`config.mk`:
```
export PLATFORM = sky130hd
export DESIGN_NAME = dpa_card_flat
export DESIGN_NICKNAME = d
export VERILOG_FILES = /design/src/dpa_pkg.sv /design/src/dpa_bus_if.sv /design/src/dpa_card.sv /design/src/flat_wrapper.sv
export VERILOG_INCLUDE_DIRS = /design/src
export SDC_FILE = /design/constraint.sdc
export NUM_CORES = 1
export LEC_CHECK = 0
export BUFFER_PORTS_ARGS = -buffer_cell sky130_fd_sc_hd__buf_2
export CORE_ASPECT_RATIO = 0.8
export CORE_MARGIN = 2
export CORE_UTILIZATION = 35
export DETAILED_ROUTE_END_ITERATION = 6
export PLACE_DENSITY = 0.64
export SETUP_SLACK_MARGIN = 0.3
export SLEW_MARGIN = 20
export SYNTH_ARGS = -nofsm -noshare
export SYNTH_HDL_FRONTEND = slang
export SYNTH_SLANG_ARGS = --single-unit
```
`constraint.sdc`:
```
create_clock -name hclk -period 7.77 [get_ports hclk]
set_input_delay 1.554 -clock hclk [delete_from_list [all_inputs] [get_ports hclk]]
set_output_delay 1.554 -clock hclk [all_outputs]
set_load 0.005 [all_outputs]
```
`src/dpa_params.svh`:
```
/*
  Constants for the dual parallel adapter: port locations, control fields, timing counts.
  Assumes inclusion by both end modules and the bench.
*/
// What this block does
// RULE1: First adapter decodes 0x80 to 0x83.
// RULE2: Second adapter: side A only, 0x8A/0x8B unused.
// RULE3: Host initialises every port before transfers.
// RULE4: Init step one: write zero to control.
// RULE5: Direction byte: one is output, zero input.
// RULE6: Init step three: write 0x34 to control.
// RULE7: Data read gives inputs; write drives outputs.
// RULE8: Byte host bus, two byte peripheral buses.
// RULE9: Four interrupt lines, two usable as outputs.
// RULE10: Control bit 2 selects direction or data.
// RULE11: Active-low reset zeroes every register bit.
// RULE12: Respond only when selects match; hold stable.
// RULE13: Register selects plus control choose register.
// RULE14: Data read clears flags until deselected.
`ifndef DPA_PARAMS_SVH
`define DPA_PARAMS_SVH
`define DPA_P1_A_DATA 8'h80
`define DPA_P1_A_CTRL 8'h81
`define DPA_P1_B_DATA 8'h82
`define DPA_P1_B_CTRL 8'h83
`define DPA_P2_A_DATA 8'h88
`define DPA_P2_A_CTRL 8'h89
`define DPA_P2_UNUSED_LO 8'h8A
`define DPA_P2_UNUSED_HI 8'h8B
`define DPA_CTRL_INIT 8'h00
`define DPA_CTRL_RUN 8'h34
`define DPA_CR_IRQ1_EN 0
`define DPA_CR_IRQ1_EDGE 1
`define DPA_CR_DATA_SEL 2
`define DPA_CR_C2_EN 3
`define DPA_CR_C2_EDGE 4
`define DPA_CR_C2_OUT 5
`define DPA_CR_FLAG2 6
`define DPA_CR_FLAG1 7
`define DPA_E_HIGH_NS 500
`define DPA_CLK_NS 50
`define DPA_E_CYC ((`DPA_E_HIGH_NS + `DPA_CLK_NS - 1) / `DPA_CLK_NS)
`define DPA_AHB_CMD 32'h0000_0000
`define DPA_AHB_WDATA 32'h0000_0004
`define DPA_AHB_STAT 32'h0000_0008
`define DPA_AHB_RDATA 32'h0000_000C
`define DPA_AHB_IRQ_STAT 32'h0000_0010
`define DPA_AHB_IRQ_MASK 32'h0000_0014
`define DPA_CMD_GO 8
`define DPA_CMD_READ 9
`define DPA_ST_BUSY 0
`define DPA_IRQ_DONE 0
`define DPA_IRQ_ADAPTER 1
`endif

```
`src/dpa_pkg.sv`:
```
/*
  Types shared by the adapter and its host controller.
  Assumes dpa_params.svh beside it.
*/
package dpa_pkg;
  typedef enum logic [3:0] {
    DPA_IDLE = 4'b0001,
    DPA_SETUP = 4'b0010,
    DPA_STROBE = 4'b0100,
    DPA_DONE = 4'b1000
  } dpa_host_state_t;
  typedef logic [7:0] dpa_byte_t;
endpackage

```
`src/dpa_bus_if.sv`:
```
/*
  Host bus between the bus controller and the dual adapter card.
  Assumes one clock hclk; the host controller takes the device data byte only while dev_doe is set.
*/
`timescale 1ns/100ps
interface dpa_bus_if;
  logic enable;
  logic rd_wr;
  logic [7:0] addr;
  logic [7:0] host_dout;
  logic [7:0] dev_dout;
  logic dev_doe;
  logic irq_n;
  logic reset_n;
  modport host (
    output enable,
    output rd_wr,
    output addr,
    output host_dout,
    output reset_n,
    input dev_dout,
    input dev_doe,
    input irq_n
  );
  modport dev (
    input enable,
    input rd_wr,
    input addr,
    input host_dout,
    input reset_n,
    output dev_dout,
    output dev_doe,
    output irq_n
  );
endinterface // dpa_bus_if

```
`src/dpa_card.sv`:
```
/*
  Dual parallel adapter card: adapter 1 with sides A and B, adapter 2 with side A.
  Assumes host bus signals synchronous to hclk; one enable pulse per access.
*/
// Implementation choice: the AHB-Lite register port.
`timescale 1ns/100ps
`include "dpa_params.svh"
module dpa_card
  import dpa_pkg::*;
(
  // Clock and bus
  input wire logic hclk,
  input wire logic hresetn,
  dpa_bus_if.dev bus,
  // Peripheral lines, 0..7 p1 side A, 8..15 p1 side B, 16..23 p2 side A
  input wire logic [23:0] line_in,
  output logic [23:0] line_out,
  output logic [23:0] line_oe,
  // Interrupt and control lines per side
  input wire logic [2:0] irq1_in,
  input wire logic [2:0] ctrl2_in,
  output logic [2:0] ctrl2_out,
  output logic [2:0] ctrl2_oe,
  output logic [2:0] side_irq_n
);
  logic rst_n;
  logic en_q;
  logic [7:0] rdata_q, rdata_d;
  logic [2:0][7:0] rd_side;
  logic hit;
  logic [1:0] side;
  logic rs_data;
  logic rise;

  assign rst_n = hresetn & bus.reset_n; // [RULE11]
  assign rise = bus.enable & ~en_q;

  // Address decode of both adapters
  always_comb
  begin
    hit = 1'b1;
    side = 2'd0;
    rs_data = ~bus.addr[0];
    unique case ({bus.addr[7:1], 1'b0})
      `DPA_P1_A_DATA: side = 2'd0; // [RULE1] [RULE13]
      `DPA_P1_B_DATA: side = 2'd1; // [RULE1]
      `DPA_P2_A_DATA: side = 2'd2; // [RULE2]
      default: hit = 1'b0; // [RULE2]
    endcase
  end

  // One block per side: 0 and 1 on the first adapter, 2 on the second
  for (genvar s = 0; s < 3; s++)
  begin : g_side
    logic [7:0] ddr_q, ddr_d, odr_q, odr_d;
    logic [5:0] cr_q, cr_d;
    logic c2o_q, c2o_d;
    logic c1_q, c1_d, c2_q, c2_d, arm_q, arm_d;
    logic f1_q, f1_d, f2_q, f2_d;
    logic acc;

    assign acc = rise & hit & (side == 2'(s));

    // Direction and output registers behind the shared data location
    always_comb
    begin
      ddr_d = ddr_q;
      odr_d = odr_q;
      if (acc && !bus.rd_wr && rs_data)
      begin
        if (cr_q[`DPA_CR_DATA_SEL])
          odr_d = bus.host_dout; // [RULE7]
        else
          ddr_d = bus.host_dout; // [RULE5] [RULE10]
      end
    end

    always_ff @(posedge hclk or negedge rst_n)
    begin
      if (!rst_n)
      begin
        ddr_q <= '0;
        odr_q <= '0;
      end
      else
      begin
        ddr_q <= ddr_d;
        odr_q <= odr_d;
      end
    end

    // Control register; the control line level is kept in its own flip-flop
    always_comb
    begin
      cr_d = cr_q;
      if (acc && !bus.rd_wr && !rs_data)
        cr_d = bus.host_dout[5:0]; // [RULE4] [RULE6]
      c2o_d = cr_d[`DPA_CR_C2_EDGE] & cr_d[`DPA_CR_C2_EN];
    end

    always_ff @(posedge hclk or negedge rst_n)
    begin
      if (!rst_n)
      begin
        cr_q <= '0;
        c2o_q <= 1'b0;
      end
      else
      begin
        cr_q <= cr_d;
        c2o_q <= c2o_d;
      end
    end

    // Edge sense and flags; a data read clears, a deselected pulse re-arms
    always_comb
    begin
      c1_d = irq1_in[s];
      c2_d = ctrl2_in[s];
      arm_d = arm_q;
      f1_d = f1_q;
      f2_d = f2_q;
      if (rise && !hit)
        arm_d = 1'b1; // [RULE14]
      if (arm_q && (c1_q != irq1_in[s]) && (irq1_in[s] == cr_q[`DPA_CR_IRQ1_EDGE]))
        f1_d = 1'b1; // [RULE9]
      if (arm_q && !cr_q[`DPA_CR_C2_OUT] && (c2_q != ctrl2_in[s])
          && (ctrl2_in[s] == cr_q[`DPA_CR_C2_EDGE]))
        f2_d = 1'b1; // [RULE9]
      if (acc && bus.rd_wr && rs_data && cr_q[`DPA_CR_DATA_SEL])
      begin
        f1_d = 1'b0; // [RULE14]
        f2_d = 1'b0;
        arm_d = 1'b0;
      end
    end

    always_ff @(posedge hclk or negedge rst_n)
    begin
      if (!rst_n)
      begin
        c1_q <= 1'b0;
        c2_q <= 1'b0;
        arm_q <= 1'b0;
        f1_q <= 1'b0;
        f2_q <= 1'b0;
      end
      else
      begin
        c1_q <= c1_d;
        c2_q <= c2_d;
        arm_q <= arm_d;
        f1_q <= f1_d;
        f2_q <= f2_d;
      end
    end

    // Control reads carry the flags on top; data reads mix pins and driven bits
    assign rd_side[s] = !rs_data ? {f1_q, f2_q, cr_q}
      : cr_q[`DPA_CR_DATA_SEL] ? ((line_in[s*8 +: 8] & ~ddr_q) | (odr_q & ddr_q)) // [RULE7]
      : ddr_q; // [RULE10]
    assign line_out[s*8 +: 8] = odr_q; // [RULE8]
    assign line_oe[s*8 +: 8] = ddr_q; // [RULE5]
    assign ctrl2_oe[s] = cr_q[`DPA_CR_C2_OUT]; // [RULE9]
    assign ctrl2_out[s] = c2o_q;
    assign side_irq_n[s] = ~((f1_q & cr_q[`DPA_CR_IRQ1_EN])
      | (f2_q & cr_q[`DPA_CR_C2_EN] & ~cr_q[`DPA_CR_C2_OUT]));
  end

  // Read byte is registered; the host samples it late in the enable pulse
  always_comb
  begin
    rdata_d = 8'h00;
    if (hit)
    begin
      unique case (side)
        2'd0: rdata_d = rd_side[0]; // [RULE13]
        2'd1: rdata_d = rd_side[1];
        2'd2: rdata_d = rd_side[2];
        default: rdata_d = 8'h00;
      endcase
    end
  end

  always_ff @(posedge hclk or negedge rst_n)
  begin
    if (!rst_n)
    begin
      en_q <= 1'b0;
      rdata_q <= 8'h00;
    end
    else
    begin
      en_q <= bus.enable;
      rdata_q <= rdata_d;
    end
  end

  assign bus.dev_dout = rdata_q;
  assign bus.dev_doe = bus.enable & bus.rd_wr & hit; // [RULE12]
  assign bus.irq_n = &side_irq_n;
endmodule // dpa_card

```
`src/flat_wrapper.sv`:
```
// flat-port wrapper written by rule: the top's interface ports become plain ports
module dpa_card_flat import dpa_pkg::*;
  (hclk, hresetn, line_in, line_out, line_oe, irq1_in, ctrl2_in, ctrl2_out, ctrl2_oe, side_irq_n, bus_enable, bus_rd_wr, bus_addr, bus_host_dout, bus_reset_n, bus_dev_dout, bus_dev_doe, bus_irq_n);
  dpa_bus_if bus_i ();
  input wire logic hclk;
  input wire logic hresetn;
  input wire logic [23:0] line_in;
  output logic [23:0] line_out;
  output logic [23:0] line_oe;
  input wire logic [2:0] irq1_in;
  input wire logic [2:0] ctrl2_in;
  output logic [2:0] ctrl2_out;
  output logic [2:0] ctrl2_oe;
  output logic [2:0] side_irq_n;
  input wire logic [$bits(bus_i.enable)-1:0] bus_enable;
  input wire logic [$bits(bus_i.rd_wr)-1:0] bus_rd_wr;
  input wire logic [$bits(bus_i.addr)-1:0] bus_addr;
  input wire logic [$bits(bus_i.host_dout)-1:0] bus_host_dout;
  input wire logic [$bits(bus_i.reset_n)-1:0] bus_reset_n;
  output wire logic [$bits(bus_i.dev_dout)-1:0] bus_dev_dout;
  output wire logic [$bits(bus_i.dev_doe)-1:0] bus_dev_doe;
  output wire logic [$bits(bus_i.irq_n)-1:0] bus_irq_n;
  assign bus_i.enable = bus_enable;
  assign bus_i.rd_wr = bus_rd_wr;
  assign bus_i.addr = bus_addr;
  assign bus_i.host_dout = bus_host_dout;
  assign bus_i.reset_n = bus_reset_n;
  assign bus_dev_dout = bus_i.dev_dout;
  assign bus_dev_doe = bus_i.dev_doe;
  assign bus_irq_n = bus_i.irq_n;
  dpa_card u_core (.hclk(hclk), .hresetn(hresetn), .bus(bus_i), .line_in(line_in), .line_out(line_out), .line_oe(line_oe), .irq1_in(irq1_in), .ctrl2_in(ctrl2_in), .ctrl2_out(ctrl2_out), .ctrl2_oe(ctrl2_oe), .side_irq_n(side_irq_n));
endmodule
```
==> flow_metrics.py <==
metrics = {
    "clock_network": {
        "cts.path.max_buffers": 2,
        "clock-root-buffer": "clkbuf_16",
        "cts_num_sinks": 93,
        "cts_buffers": 9,
        "hold_buffers": 0,
        "clk_pin_slew_ns": 0.06,
        "cts_tree": "done",
        "htreeDepth": 3,
        "cts_setup_buffers": 0,
        "cts_resized": 0,
        "clkLatencyLatePin_ns": 0.34,
    },
    "power_and_ir_drop": {
        "power_density_mw_per_mm2": 188,
        "power.total_mw": 1.02,
        "leakagePower_nw": 2.73,
        "ir_drop_mv": 0.121,
    },
    "floorplanning": {
        "initial_core_util_pct": 36.1,
        "core_mm2": 0.0123,
        "die_h_um": 105,
        "fp.dieW_um": 130,
        "die_area_mm2": 0.0136,
        "core.rowCount": 36,
        "pin_count": 118,
    },
    "sta": {
        "rsz0062_at_grt": "no",
        "slew_headroom_pct": 29.2,
        "fin_skew_ns": 0.00665,
        "final_max_slew_viol_count": 0,
        "hold_viol": 0,
        "worst_slew_pin_slew_ns": 1.05,
        "period_share_pct": 58.1,
        "setup_viol": 0,
        "fin_ws_ns": 3.25,
        "fin_crit_ns": 4.52,
        "max_freq_ghz": 0.221,
        "setup_tns_ns": 0,
    },
    "synth": {
        "postSynthAreaPerCell_um2": 11.5,
        "seq_area_frac_synth_pct": 52.6,
        "synthTopCellsByArea": "dfrtp_1 (53%), mux2_2 (15%), a21oi_1 (3.7%)",
        "synth_cells": 385,
        "synth-main-ff-cell": "dfrtp_1",
        "yosys_warnings": 0,
        "yosysTopAreaCell": "dfrtp_1",
        "yosysUniqueCellTypes": 41,
        "netlist_area_mm2": 0.00442,
        "synth_edf_count": 0,
        "synthTopCellsByCount": "dfrtp_1 (93), mux2_2 (58), a21oi_1 (33)",
        "synth-seq-cells": 93,
        "synth_most_common_cell": "dfrtp_1",
        "syn_nets": 436,
        "yosysTopAreaCellShare_pct": 52.6,
        "async_reset_ff_share_pct": 100,
    },
    "route": {
        "firstDrtPassIters": 5,
        "drt_iter0_drc": 261,
        "post-route-drc-count": 0,
        "maxUsedRoutingLayer": "met4",
        "dr_wl_met2_mm": 5.79,
        "via_per_inst": 5.35,
        "wl_mm": 13.0,
        "ant_nets": 0,
        "wl_met1_mm": 5.97,
        "vias": 3576,
        "wl_per_cell_um": 19.4,
        "route.met3.wl_mm": 1.03,
    },
    "critical_path": {
        "rr_startpoint": "u_core.en_q",
        "worstPathRequired_ns": 6.22,
        "end_kind": "output pin",
        "critPathLaunch": "bus_addr[6]",
        "timing_worst_setup_path_type": "input pin to output pin",
        "cp.arrival_ns": 2.96,
        "cp_max_fo": 7,
        "crit_path_start_kind": "input pin",
    },
    "global_routing": {
        "grt_first_pass_wirelength_mm": 20.3,
        "grt_use_total_pct": 19.9,
        "grt_max_degree": 62,
        "antenna_found_initial": 0,
        "gr-total-overflow": 0,
        "grt_pass1_vias": 3561,
    },
    "finish": {
        "multi_input_area_mm2": 0.00193,
        "area.growth.synth_to_final_pct": 22.8,
        "final_nets": 543,
        "antenna_cells": 0,
        "final_layout_size_suffix_gt1_share_pct": 41.0,
        "n_fill_cell": 1221,
        "register_area_mm2": 0.00233,
    },
    "worst_hold_path": {
        "holdCritPathClass": "flip-flop to flip-flop",
        "min_from": "u_core.g_side[2].odr_q[5]",
    },
    "placement": {
        "pre_cts_slack_ns": 3.25,
        "dp_hpwl_mm": 9.31,
        "port_buffers": 117,
        "finalWeightedCongestion": 0.824,
    },
    "run": {
        "maxCapViolCount": 0,
    },
    "run_status": {
        "outcome": "finished clean",
    },
}
-- layout by cell type (no fill, tap or decap), drive strengths merged, types with 2 or more instances in the layout --
| cell type | Yosys | layout |
|---|---|---|
| dfrtp | 93 | 93 |
| nor3 | 8 | 8 |
| inv | 13 | 13 |
| a32oi | 3 | 3 |
| nand2 | 25 | 25 |
| nand2b | 10 | 10 |
| a21oi | 33 | 33 |
| clkinv | 0 | 3 |
| a31oi | 5 | 5 |
| o311a | 2 | 2 |
| and2 | 2 | 2 |
| a311oi | 6 | 6 |
| o22ai | 3 | 3 |
| o31ai | 13 | 13 |
| nor4bb | 2 | 2 |
| or4 | 2 | 2 |
| nand3 | 6 | 6 |
| and3b | 14 | 14 |
| o21ai | 9 | 9 |
| nor4 | 2 | 2 |
| mux2i | 3 | 3 |
| nand3b | 4 | 4 |
| nor2 | 17 | 17 |
| clkbuf | 12 | 11 |
| mux2 | 66 | 66 |
| a22oi | 6 | 6 |
| bufinv | 0 | 2 |
| or2 | 2 | 2 |
| buf | 11 | 119 |
| nand4b | 2 | 2 |
| nor2b | 4 | 4 |
-- state kept, by name, summed over array words and instances (netlist names) --
register	cells
u_core.bus.dev_dout	8
u_core.g_side.c2_q	3
u_core.g_side.f2_q	3
u_core.en_q	1
u_core.g_side.arm_q	3
u_core.g_side.ddr_q	24
u_core.g_side.f1_q	3
u_core.g_side.c2o_q	3
u_core.g_side.odr_q	24
u_core.g_side.c1_q	3
u_core.g_side.cr_q	18
-- final cells by class --
| type | count | share of cell area [%] |
|---|---|---|
| Timing Repair Buffer | 119 | 11.1 |
| Inverter | 13 | 0.899 |
| Clock inverter | 5 | 1.38 |
| Tap cell | 171 | 3.94 |
| Multi-Input combinational cell | 256 | 35.6 |
| Sequential cell | 93 | 42.9 |
| Clock buffer | 11 | 4.29 |
-- per-stage QoR --
step                instances  utilization, %  area, um2  hold WS [ns]
finish                    668            44.3       5430         0.527
global route              668            44.3       5430         0.550
CTS                       668            44.3       5430         0.535
detailed placement        652            41.8       5120         0.522
global placement          652            41.8       5120         0.506
floorplan                 385               -       4420         0.484
-- layer usage --
| metal | track usage (%) | vias up |
|---|---|---|
| li1 | - | 1620 |
| met1 | 29.8 | 1807 |
| met2 | 28.3 | 135 |
| met3 | 5.89 | 14 |
| met4 | 4.53 | 0 |
| met5 | 0 | - |
-- worst paths after layout --
check                                            endpoint  slack, ns  depth (start not counted)
max in group asynchronous        u_core.g_side[0].cr_q[1]       5.36                          3
worst max-delay path                          bus_dev_doe       3.25                          5
min in group asynchronous       u_core.g_side[0].ddr_q[2]       1.27                          2
worst min-delay path            u_core.g_side[2].odr_q[5]       0.53                          1
worst min register to register  u_core.g_side[2].odr_q[5]       0.53                          1
worst max register to register  u_core.g_side[1].ddr_q[3]       5.32                          4
-- where the power goes --
group	switching [mW]	internal, mW
Clock	0.182	0.281
Combinational	0.0383	0.0224
Sequential	0.00601	0.489
-- worst max-delay path, stage by stage --
cell and delay, ns:
buf_2 0.09, or4b_1 0.63, or2_2 0.37, nor3_1 0.18
buf_2 0.14
-- logic make-up (layout without fill, tap and decap cells) --
kind of cell	Yosys count	in the layout	synth area share, %
multiplexers	69	69	18.2
AND/OR/NAND/NOR	103	103	13.3
AO/OA/AOI/OAI	84	84	12.1
buffers and inverters	36	148	3.76
flip-flops	93	93	52.6
Note: power is estimated with default switching activity, not from simulation.
